==> config.mk <==
export PLATFORM = sky130hd
export DESIGN_NAME = hpu_host_port
export DESIGN_NICKNAME = d
export VERILOG_FILES = /design/src/hdl/hpu_pkg.sv /design/src/hdl/hpu_strobe_if.sv /design/src/hdl/hpu_host_port.sv /design/src/hdl/hpu_strobe_sync.sv
export SDC_FILE = /design/constraint.sdc
export NUM_CORES = 1
export LEC_CHECK = 0
export BUFFER_PORTS_ARGS = -buffer_cell sky130_fd_sc_hd__buf_2
export CORE_MARGIN = 2
export CORE_UTILIZATION = 56
export CTS_CLUSTER_SIZE = 24
export DETAILED_ROUTE_END_ITERATION = 10
export PLACE_DENSITY_LB_ADDON = 0.08
export SETUP_SLACK_MARGIN = 0.02
export SYNTH_ARGS = -nofsm -noshare
export SYNTH_HDL_FRONTEND = slang
export SYNTH_HIERARCHICAL = 1
export SYNTH_SLANG_ARGS = --single-unit
==> constraint.sdc <==
create_clock -name CLOCK -period 3.01 [get_ports CLOCK]
set_input_delay 0.4515 -clock CLOCK [delete_from_list [all_inputs] [get_ports CLOCK]]
set_output_delay 0.4515 -clock CLOCK [all_outputs]
set_load 0.005 [all_outputs]
==> src/hdl/hpu_pkg.sv <==
// Package of host port constants: map, field positions, reset values
package hpu_pkg;
    // ************************************************************
    // Host side byte addresses
    // ************************************************************
    localparam logic [2:0] ADDR_CONTROL = 3'h0;
    localparam logic [2:0] ADDR_CMD_VECTOR = 3'h1;
    localparam logic [2:0] ADDR_STATUS = 3'h2;
    localparam logic [2:0] ADDR_INT_VECTOR = 3'h3;
    localparam logic [2:0] ADDR_UNUSED_A = 3'h4;
    localparam logic [2:0] ADDR_UNUSED_B = 3'h5;
    localparam logic [2:0] ADDR_DATA_FIRST = 3'h6;
    localparam logic [2:0] ADDR_DATA_SECOND = 3'h7;

    // ************************************************************
    // Interface control field positions
    // ************************************************************
    localparam int CTL_RX_REQ_EN = 0;
    localparam int CTL_TX_REQ_EN = 1;
    localparam int CTL_SPLIT_REQ = 2;
    localparam int CTL_FLAG_ZERO = 3;
    localparam int CTL_FLAG_ONE = 4;
    localparam int CTL_LITTLE_END = 5;
    localparam int CTL_INIT = 7;
    localparam logic [7:0] CTL_WRITE_MASK = 8'hbf;

    // ************************************************************
    // Status and command vector field positions
    // ************************************************************
    localparam int STS_RX_FULL = 0;
    localparam int STS_TX_EMPTY = 1;
    localparam int STS_TX_READY = 2;
    localparam int STS_CORE_FLAG_LO = 3;
    localparam int STS_CORE_FLAG_HI = 4;
    localparam int STS_REQUEST = 7;
    localparam int CMD_PENDING_BIT = 7;

    // ************************************************************
    // Reset values
    // ************************************************************
    localparam logic [7:0] CONTROL_RESET = 8'h00;
    localparam logic [6:0] CMD_VECTOR_RESET = 7'h32;
    localparam logic [7:0] INT_VECTOR_RESET = 8'h00;
    localparam logic HOST_RX_FULL_RESET = 1'b0;
    localparam logic HOST_TX_EMPTY_RESET = 1'b1;
    localparam logic CORE_RX_FULL_RESET = 1'b0;
    localparam logic CORE_TX_EMPTY_RESET = 1'b1;
endpackage

==> src/hdl/hpu_strobe_if.sv <==
// Interface carrying synchronised host accesses into the core domain
`timescale 1ns/1ps
interface hpu_strobe_if;
    logic [2:0] addr;
    logic [7:0] wdata;
    logic rd_active;
    logic rd_done;
    logic wr_done;
    modport sync (output addr, output wdata, output rd_active, output rd_done, output wr_done);
    modport user (input addr, input wdata, input rd_active, input rd_done, input wr_done);
endinterface

==> src/hdl/hpu_host_port.sv <==
// Host port unit: host side registers, data paths, requests, core interrupts
`timescale 1ns/1ps
// Contract
// - Enabled host-caused status flag raises internal core interrupt, no pin.
// - Three core interrupts: receive full, transmit empty, host command.
// - Core read/write clears data interrupts; core acknowledge clears command pending.
// - Host addresses 0..3 are control, command, status, vector; 4,5 read zero.
// - Little endian puts high byte at 7; big endian at 6.
// - Interface control register is host read/write only, core cannot reach it.
// - Receive enable drives request pin while host receive full.
// - Transmit enable drives request pin while host transmit empty.
// - Split bit makes request pin transmit-only and acknowledge pin receive-only.
// - Host sets two flags, mirrored to core status, core cannot change them.
// - Hardware reset clears enable, split, flag and endian control bits.
// - Host writing init bit runs local initialise, bit then self-clears.
// - Initialise action per enables: receive path, transmit path, both, or none.
// - In core stop mode host pins are disconnected, configuration kept.
// - Host writes command vector to pick one of 128 core routines.
// - Separate double-buffered transmit and receive paths.
// - Host transmit pair moves to core receive word when the pair is full and the core word is free.
// - Core transmit word moves to host receive pair when the core word is full and the pair is free.
// - Reading the final-address receive byte clears host receive full.
// - Writing the final-address transmit byte clears host transmit empty.
module hpu_host_port
(
    input wire logic CLOCK,
    input wire logic SYS_RST,
    input wire logic HOST_CS_N,
    input wire logic HOST_RD_N,
    input wire logic HOST_WR_N,
    input wire logic [2:0] HOST_ADDR,
    input wire logic [7:0] HOST_DATA_IN,
    output logic [7:0] HOST_DATA_OUT,
    output logic HOST_DATA_OE,
    output logic REQ_PIN_N_OUT,
    output logic REQ_PIN_OE,
    input wire logic ACK_PIN_N_IN,
    output logic ACK_PIN_N_OUT,
    output logic ACK_PIN_OE,
    input wire logic CORE_STOP,
    input wire logic CORE_RX_IRQ_EN,
    input wire logic CORE_TX_IRQ_EN,
    input wire logic CORE_CMD_IRQ_EN,
    input wire logic [1:0] CORE_FLAGS_TO_HOST,
    input wire logic CORE_RX_READ,
    output logic [15:0] CORE_RX_WORD,
    input wire logic CORE_TX_WRITE,
    input wire logic [15:0] CORE_TX_WORD,
    input wire logic CORE_CMD_ACK,
    output logic [6:0] CORE_CMD_VECTOR,
    output logic CORE_RECEIVE_FULL,
    output logic CORE_TRANSMIT_EMPTY,
    output logic CORE_CMD_PENDING,
    output logic [1:0] CORE_HOST_FLAGS,
    output logic CORE_IRQ_RX,
    output logic CORE_IRQ_TX,
    output logic CORE_IRQ_CMD
);
    import hpu_pkg::*;

    // ************************************************************
    // Declarations
    // ************************************************************
    hpu_strobe_if acc ();
    logic [7:0] ctl_r;
    logic [7:0] ctl_nxt;
    logic [6:0] hv_r;
    logic [6:0] hv_nxt;
    logic hc_r;
    logic hc_nxt;
    logic [7:0] ivr_r;
    logic [7:0] ivr_nxt;
    logic [15:0] host_tx_r;
    logic [15:0] host_tx_nxt;
    logic [15:0] host_rx_r;
    logic [15:0] host_rx_nxt;
    logic [15:0] core_rx_r;
    logic [15:0] core_rx_nxt;
    logic [15:0] core_tx_r;
    logic [15:0] core_tx_nxt;
    logic host_rx_full_r;
    logic host_rx_full_nxt;
    logic host_tx_empty_r;
    logic host_tx_empty_nxt;
    logic core_rx_full_r;
    logic core_rx_full_nxt;
    logic core_tx_empty_r;
    logic core_tx_empty_nxt;
    logic [7:0] rdata_r;
    logic [7:0] rdata_nxt;
    logic oe_r;
    logic oe_nxt;
    logic to_core;
    logic to_host;
    logic req_rx;
    logic req_tx;
    logic req_any;
    logic [1:0] ack_sync_r;
    logic [1:0] ack_sync_nxt;
    logic vector_cycle;
    logic [7:0] status;

    // True when a data address holds the high byte under the given order
    function automatic logic is_high_byte(input logic [2:0] a, input logic little);
        is_high_byte = little ? (a == ADDR_DATA_SECOND) : (a == ADDR_DATA_FIRST);
    endfunction
    // ************************************************************
    // Host strobe synchroniser
    // ************************************************************
    // two-stage strobe sync
    hpu_strobe_sync u_sync
    (
        .clk(CLOCK),
        .rst(SYS_RST),
        .block(CORE_STOP),
        .cs_n(HOST_CS_N),
        .rd_n(HOST_RD_N),
        .wr_n(HOST_WR_N),
        .addr(HOST_ADDR),
        .wdata(HOST_DATA_IN),
        .acc(acc.sync)
    );

    // ************************************************************
    // Request logic and status
    // ************************************************************
    always_comb
    begin
        req_rx = ctl_r[CTL_RX_REQ_EN] & host_rx_full_r;
        req_tx = ctl_r[CTL_TX_REQ_EN] & host_tx_empty_r;
        req_any = req_rx | req_tx;
        // Vector fetch only with combined request and acknowledge
        vector_cycle = ~ctl_r[CTL_SPLIT_REQ] & req_any & ~ack_sync_r[1];
        status = 8'h00;
        status[STS_RX_FULL] = host_rx_full_r;
        status[STS_TX_EMPTY] = host_tx_empty_r;
        status[STS_TX_READY] = host_tx_empty_r & ~core_rx_full_r;
        status[STS_CORE_FLAG_LO] = CORE_FLAGS_TO_HOST[0];
        status[STS_CORE_FLAG_HI] = CORE_FLAGS_TO_HOST[1];
        status[STS_REQUEST] = req_any;
    end

    // ************************************************************
    // Host registers and data paths: next values
    // ************************************************************
    always_comb
    begin
        ctl_nxt = ctl_r;
        hv_nxt = hv_r;
        hc_nxt = hc_r;
        ivr_nxt = ivr_r;
        host_tx_nxt = host_tx_r;
        host_rx_nxt = host_rx_r;
        core_rx_nxt = core_rx_r;
        core_tx_nxt = core_tx_r;
        host_rx_full_nxt = host_rx_full_r;
        host_tx_empty_nxt = host_tx_empty_r;
        core_rx_full_nxt = core_rx_full_r;
        core_tx_empty_nxt = core_tx_empty_r;

        if (ctl_r[CTL_INIT])
        begin
            ctl_nxt[CTL_INIT] = 1'b0;
            if (ctl_r[CTL_RX_REQ_EN])
            begin
                host_rx_full_nxt = 1'b0;
                core_tx_empty_nxt = 1'b1;
            end
            if (ctl_r[CTL_TX_REQ_EN])
            begin
                host_tx_empty_nxt = 1'b1;
                core_rx_full_nxt = 1'b0;
            end
        end

        if (CORE_RX_READ)
            core_rx_full_nxt = 1'b0;
        if (CORE_TX_WRITE)
        begin
            core_tx_nxt = CORE_TX_WORD;
            core_tx_empty_nxt = 1'b0;
        end
        if (CORE_CMD_ACK)
            hc_nxt = 1'b0;

        // final receive byte read clears full
        if (acc.rd_done && !vector_cycle && acc.addr == ADDR_DATA_SECOND)
            host_rx_full_nxt = 1'b0;

        if (acc.wr_done)
        begin
            case (acc.addr)
                ADDR_CONTROL:
                    ctl_nxt = acc.wdata & CTL_WRITE_MASK;
                ADDR_CMD_VECTOR:
                begin
                    hv_nxt = acc.wdata[6:0];
                    if (acc.wdata[CMD_PENDING_BIT])
                        hc_nxt = 1'b1;
                end
                ADDR_INT_VECTOR:
                    ivr_nxt = acc.wdata;
                ADDR_DATA_FIRST, ADDR_DATA_SECOND:
                begin
                    if (is_high_byte(acc.addr, ctl_r[CTL_LITTLE_END]))
                        host_tx_nxt[15:8] = acc.wdata;
                    else
                        host_tx_nxt[7:0] = acc.wdata;
                    if (acc.addr == ADDR_DATA_SECOND)
                        host_tx_empty_nxt = 1'b0;
                end
                default:
                    ivr_nxt = ivr_r;
            endcase
        end
        to_core = ~host_tx_empty_r & ~core_rx_full_r;
        if (to_core)
        begin
            core_rx_nxt = host_tx_r;
            host_tx_empty_nxt = 1'b1;
            core_rx_full_nxt = 1'b1;
        end
        to_host = ~core_tx_empty_r & ~host_rx_full_r;
        if (to_host)
        begin
            host_rx_nxt = core_tx_r;
            host_rx_full_nxt = 1'b1;
            core_tx_empty_nxt = 1'b1;
        end
    end

    // ************************************************************
    // Host registers and data paths: storage
    // ************************************************************
    always_ff @(posedge CLOCK)
    begin
        if (SYS_RST)
        begin
            ctl_r <= CONTROL_RESET;
            hv_r <= CMD_VECTOR_RESET;
            hc_r <= 1'b0;
            ivr_r <= INT_VECTOR_RESET;
            host_tx_r <= 16'h0000;
            host_rx_r <= 16'h0000;
            core_rx_r <= 16'h0000;
            core_tx_r <= 16'h0000;
            host_rx_full_r <= HOST_RX_FULL_RESET;
            host_tx_empty_r <= HOST_TX_EMPTY_RESET;
            core_rx_full_r <= CORE_RX_FULL_RESET;
            core_tx_empty_r <= CORE_TX_EMPTY_RESET;
        end
        else
        begin
            ctl_r <= ctl_nxt;
            hv_r <= hv_nxt;
            hc_r <= hc_nxt;
            ivr_r <= ivr_nxt;
            host_tx_r <= host_tx_nxt;
            host_rx_r <= host_rx_nxt;
            core_rx_r <= core_rx_nxt;
            core_tx_r <= core_tx_nxt;
            host_rx_full_r <= host_rx_full_nxt;
            host_tx_empty_r <= host_tx_empty_nxt;
            core_rx_full_r <= core_rx_full_nxt;
            core_tx_empty_r <= core_tx_empty_nxt;
        end
    end

    // ************************************************************
    // Host read data: next values
    // ************************************************************
    always_comb
    begin
        rdata_nxt = 8'h00;
        oe_nxt = acc.rd_active;
        ack_sync_nxt = {ack_sync_r[0], ACK_PIN_N_IN}; // Two flops on acknowledge pin
        if (vector_cycle)
            rdata_nxt = ivr_r;
        else
        begin
            case (acc.addr)
                ADDR_CONTROL:
                    rdata_nxt = ctl_r;
                ADDR_CMD_VECTOR:
                    rdata_nxt = {hc_r, hv_r};
                ADDR_STATUS:
                    rdata_nxt = status;
                ADDR_INT_VECTOR:
                    rdata_nxt = ivr_r;
                ADDR_DATA_FIRST, ADDR_DATA_SECOND:
                    rdata_nxt = is_high_byte(acc.addr, ctl_r[CTL_LITTLE_END]) ?
                        host_rx_r[15:8] : host_rx_r[7:0];
                default:
                    rdata_nxt = 8'h00;
            endcase
        end
    end

    // Read data register
    always_ff @(posedge CLOCK)
    begin
        if (SYS_RST)
        begin
            rdata_r <= 8'h00;
            oe_r <= 1'b0;
            ack_sync_r <= 2'h3;
        end
        else
        begin
            rdata_r <= rdata_nxt;
            oe_r <= oe_nxt;
            ack_sync_r <= ack_sync_nxt;
        end
    end

    // ************************************************************
    // Outputs
    // ************************************************************
    // Host bus drive
    assign HOST_DATA_OUT = rdata_r;
    assign HOST_DATA_OE = oe_r & ~CORE_STOP;

    assign REQ_PIN_N_OUT = ctl_r[CTL_SPLIT_REQ] ? ~req_tx : ~req_any;
    assign REQ_PIN_OE = ~CORE_STOP;
    assign ACK_PIN_N_OUT = ~req_rx;
    assign ACK_PIN_OE = ctl_r[CTL_SPLIT_REQ] & ~CORE_STOP;

    // Core side view
    assign CORE_RX_WORD = core_rx_r;
    assign CORE_CMD_VECTOR = hv_r;
    assign CORE_RECEIVE_FULL = core_rx_full_r;
    assign CORE_TRANSMIT_EMPTY = core_tx_empty_r;
    assign CORE_CMD_PENDING = hc_r;
    assign CORE_HOST_FLAGS = {ctl_r[CTL_FLAG_ONE], ctl_r[CTL_FLAG_ZERO]};

    assign CORE_IRQ_RX = core_rx_full_r & CORE_RX_IRQ_EN;
    assign CORE_IRQ_TX = core_tx_empty_r & CORE_TX_IRQ_EN;
    assign CORE_IRQ_CMD = hc_r & CORE_CMD_IRQ_EN;
endmodule

==> src/hdl/hpu_strobe_sync.sv <==
// Two-stage synchroniser and edge detector for host strobes
`timescale 1ns/1ps
module hpu_strobe_sync
(
    input wire logic clk,
    input wire logic rst,
    input wire logic block,
    input wire logic cs_n,
    input wire logic rd_n,
    input wire logic wr_n,
    input wire logic [2:0] addr,
    input wire logic [7:0] wdata,
    hpu_strobe_if.sync acc
);
    import hpu_pkg::*;

    logic [13:0] meta_r;
    logic [13:0] meta_nxt;
    logic [13:0] sync_r;
    logic [13:0] sync_nxt;
    logic [10:0] hold_r;
    logic [10:0] hold_nxt;
    logic live;
    logic rd_prev_r;
    logic rd_prev_nxt;
    logic wr_prev_r;
    logic wr_prev_nxt;
    logic rd_now;
    logic wr_now;

    // ************************************************************
    // Next values: meta stage feeds only the sync stage
    // ************************************************************
    always_comb
    begin
        // Raw pins only; strobes are combined after the second flop
        meta_nxt = {wdata, addr, cs_n, rd_n, wr_n};
        sync_nxt = meta_r;
        rd_now = ~(sync_r[2] | sync_r[1]) & ~block;
        wr_now = ~(sync_r[2] | sync_r[0]) & ~block;
        live = rd_now | wr_now;
        rd_prev_nxt = rd_now;
        wr_prev_nxt = wr_now;
        // Host may drop data with the strobe: keep the last active sample
        hold_nxt = live ? sync_r[13:3] : hold_r;
    end

    // Register stage
    always_ff @(posedge clk)
    begin
        if (rst)
        begin
            meta_r <= 14'h0007; // Strobes idle high
            sync_r <= 14'h0007;
            hold_r <= '0;
            rd_prev_r <= 1'b0;
            wr_prev_r <= 1'b0;
        end
        else
        begin
            meta_r <= meta_nxt;
            sync_r <= sync_nxt;
            hold_r <= hold_nxt;
            rd_prev_r <= rd_prev_nxt;
            wr_prev_r <= wr_prev_nxt;
        end
    end

    // Access ends on strobe release, one pulse per access
    assign acc.addr = live ? sync_r[5:3] : hold_r[2:0];
    assign acc.wdata = live ? sync_r[13:6] : hold_r[10:3];
    assign acc.rd_active = rd_now;
    // Stop in mid access aborts it instead of completing it
    assign acc.rd_done = rd_prev_r & ~rd_now & ~block;
    assign acc.wr_done = wr_prev_r & ~wr_now & ~block;
endmodule

==> results_dict.tcl <==
set metrics [dict create \
    final_antenna_net_count 0 \
    ys_dominant_reg_cell "dfxtp_1" \
    totalWireLength_um 12000 \
    powerDensity_mw_per_mm2 660 \
    syn_nets 610 \
    cp-end-kind "register" \
    slew_violations 0 \
    postCtsSetupBuffers 0 \
    num_rows 36 \
    grt_max_degree 66 \
    r2r_slack_ns 0.55 \
    arrival_ns 2.84 \
    track_usage_pct 23.4 \
    dieArea_mm2 0.0107 \
    instances_no_fill 790 \
    antenna_found_initial 0 \
    fin_crit_sh_pct 81.7 \
    setup_viol 0 \
    diodes 0 \
    hold_buffers 0 \
    synth_area_mm2 0.00551 \
    r2r-start "u_sync/sync_r[2]" \
    grt_pass1_wl_um 18900 \
    multi_input_area_mm2 0.00243 \
    cts_max_level 4 \
    postSynth.asyncResetShare_pct 0 \
    start_util_pct 56.9 \
    placed_cells 759 \
    criticalPathCategory "reg -> reg" \
    cp-start-kind "register" \
    ir_drop_uv 354 \
    drc 0 \
    status "finished clean" \
    tightest_slew_ns 1.05 \
    whs_ns 0.117 \
    insertion_delay_ns 0.51 \
    syn_to_final_growth_pct 20.7 \
    hold_viol 0 \
    netlist_instances 568 \
    cts.sinks 143 \
    cts_root_buffer "clkbuf_8" \
    cp.required_ns 3.39 \
    cp-startpoint "u_sync/sync_r[2]" \
    synth.avg_cell_area_um2 9.71 \
    fin_tns_setup_ns 0 \
    overflow 0 \
    post-route-util_pct 68.7 \
    worstPathMaxFanout 10 \
    max_cap_violations 0 \
    ys_ff_latch 143 \
    grt_pass1_vias 3755 \
    hold_start "HOST_RD_N" \
    hp-class "in -> reg" \
    ios 86 \
    cts_inserted_buffers 17 \
    finClkSkew_ns 0.00784 \
    max_clock_freq_ghz 0.407 \
    drive_gt1_share_pct 22.4 \
    relSlewSlack_pct 29.6 \
    vias_per_cell 5.26 \
    power_uw 4390 \
    register_area_mm2 0.00286 \
    synth_cell_type_count 43 \
    ctsResizeCount 0 \
    hpwl_um 7980 \
    layout.nets 687 \
    gp_congestion 0.886 \
    io_buffers 85 \
    cts_tree "built" \
    cts_max_path_buffers 2 \
    synth_seq_area_share_pct 51.9 \
    synth-warning-count 6 \
    coreArea_mm2 0.00968 \
    die_y_um 103 \
    drtIter0Drc 197 \
    routedWlPerCell_um 15.2 \
    synth_edf_count 0 \
    final.min_clock_period_ns 2.46 \
    clk_pin_slew_ns 0.06 \
    die_w_um 103 \
    fillCellCount 778 \
    p_leak_uw 0.00265 \
    grt_setup_unrepaired "false" \
    dr.pass1.iters 5 \
    vias 4154 \
]
-- routing by layer --
metal | vias to the layer above | wire length [um] | global-route usage [%]
li1 | 2064 | - | -
met1 | 1932 | 5730 | 33.4
met2 | 142 | 5450 | 35.1
met3 | 16 | 648 | 5.58
met4 | 0 | 158 | 7.89
met5 | - | 0 | 0
-- where the power goes --
| group | switching, uW | total (uW) | internal (uW) |
|---|---|---|---|
| clock network | 751 | 2290 | 1540 |
| logic | 81.1 | 146 | 64.8 |
| registers | 23.5 | 1960 | 1930 |
| total | 856 | 4390 | 3540 |
-- cells by family (layout without fill, tap and decap cells) --
logic type	count (synthesis)	after routing	share of synthesized area (%)
simple gates	226	226	19.6
xor+xnor	1	1	0.499
compound gates	80	80	9.24
buf+inv	44	133	3.95
flops	143	143	51.9
mux	74	74	14.8
-- cell usage after synthesis (5+ instances only) --
| cell type | count | area share (%) |
|---|---|---|
| nand2b_1 | 23 | 2.6 |
| dfxtp_1 | 143 | 52 |
| inv_1 | 7 | 0.48 |
| nand2_1 | 91 | 6.2 |
| mux2_1 | 9 | 1.8 |
| o22ai_1 | 5 | 0.57 |
| a22o_1 | 8 | 1.3 |
| nand3_1 | 8 | 0.73 |
| nor2_1 | 46 | 3.1 |
| clkbuf_1 | 23 | 1.6 |
| or2_2 | 10 | 1.1 |
| nor2b_1 | 32 | 3.6 |
| mux2i_1 | 58 | 11 |
| buf_2 | 8 | 0.73 |
| a21oi_1 | 51 | 4.6 |
-- sequential cells by signal, summed over array words and instances (netlist names), 2 cells and up --
name	cells
CORE_RX_WORD	16
core_tx_r	16
host_rx_r	16
host_tx_r	16
u_sync/meta_r	14
u_sync/sync_r	14
u_sync/hold_r	11
HOST_DATA_OUT	8
ivr_r	8
CORE_CMD_VECTOR	7
ctl_r	7
ack_sync_r	2
-- metrics by stage --
stage / setup WS [ns] / instance area (um2)
after floorplan: 0.595 / 5510
after global placement: 0.419 / 5990
after detailed placement: 0.374 / 5990
after CTS: 0.546 / 6650
after global routing: 0.396 / 6650
final: 0.551 / 6650
-- cells in the final DEF, fill, tap and decap left out, types with 2 or more instances in the layout --
master,n
dfxtp_1,143
nand2_1,91
buf_2,84
mux2i_1,58
a21oi_1,51
nor2_1,46
nor2b_1,32
nand2b_1,23
clkbuf_16,16
buf_4,11
or2_2,10
mux2_1,9
a22o_1,8
nand3_1,8
inv_1,7
clkbuf_8,6
o22ai_1,5
bufinv_16,5
and2_1,3
a211o_1,3
mux2_2,3
mux4_1,3
nor3b_1,3
and3_1,2
a22oi_1,2
nor3_1,2
o32ai_1,2
clkinvlp_4,2
nor4_1,2
-- path summary, 6_finish.rpt --
path,endpoint,depth (start not counted)
max,host_tx_r[13],6
min reg2reg,u_sync/sync_r[0],1
max reg2reg,host_tx_r[13],6
min,u_sync/meta_r[1],2
-- layout make-up --
| type | count | area share, % |
|---|---|---|
| clock inverters | 9 | 2.69 |
| multi-input cells | 381 | 36.6 |
| repair buffers | 95 | 7.56 |
| well taps | 133 | 2.50 |
| clock buffers | 22 | 7.26 |
| flip-flops and latches | 143 | 43.0 |
| inverters | 7 | 0.395 |
-- critical path, stage by stage (launching register included) --
cell	delay (ns)
dfxtp_1	0.36
a211oi_4	0.36
mux2_1	0.45
xnor2_4	0.45
and4_4	0.41
mux2i_1	0.23
nor2_1	0.06
Note: power is estimated with default switching activity, not from simulation.
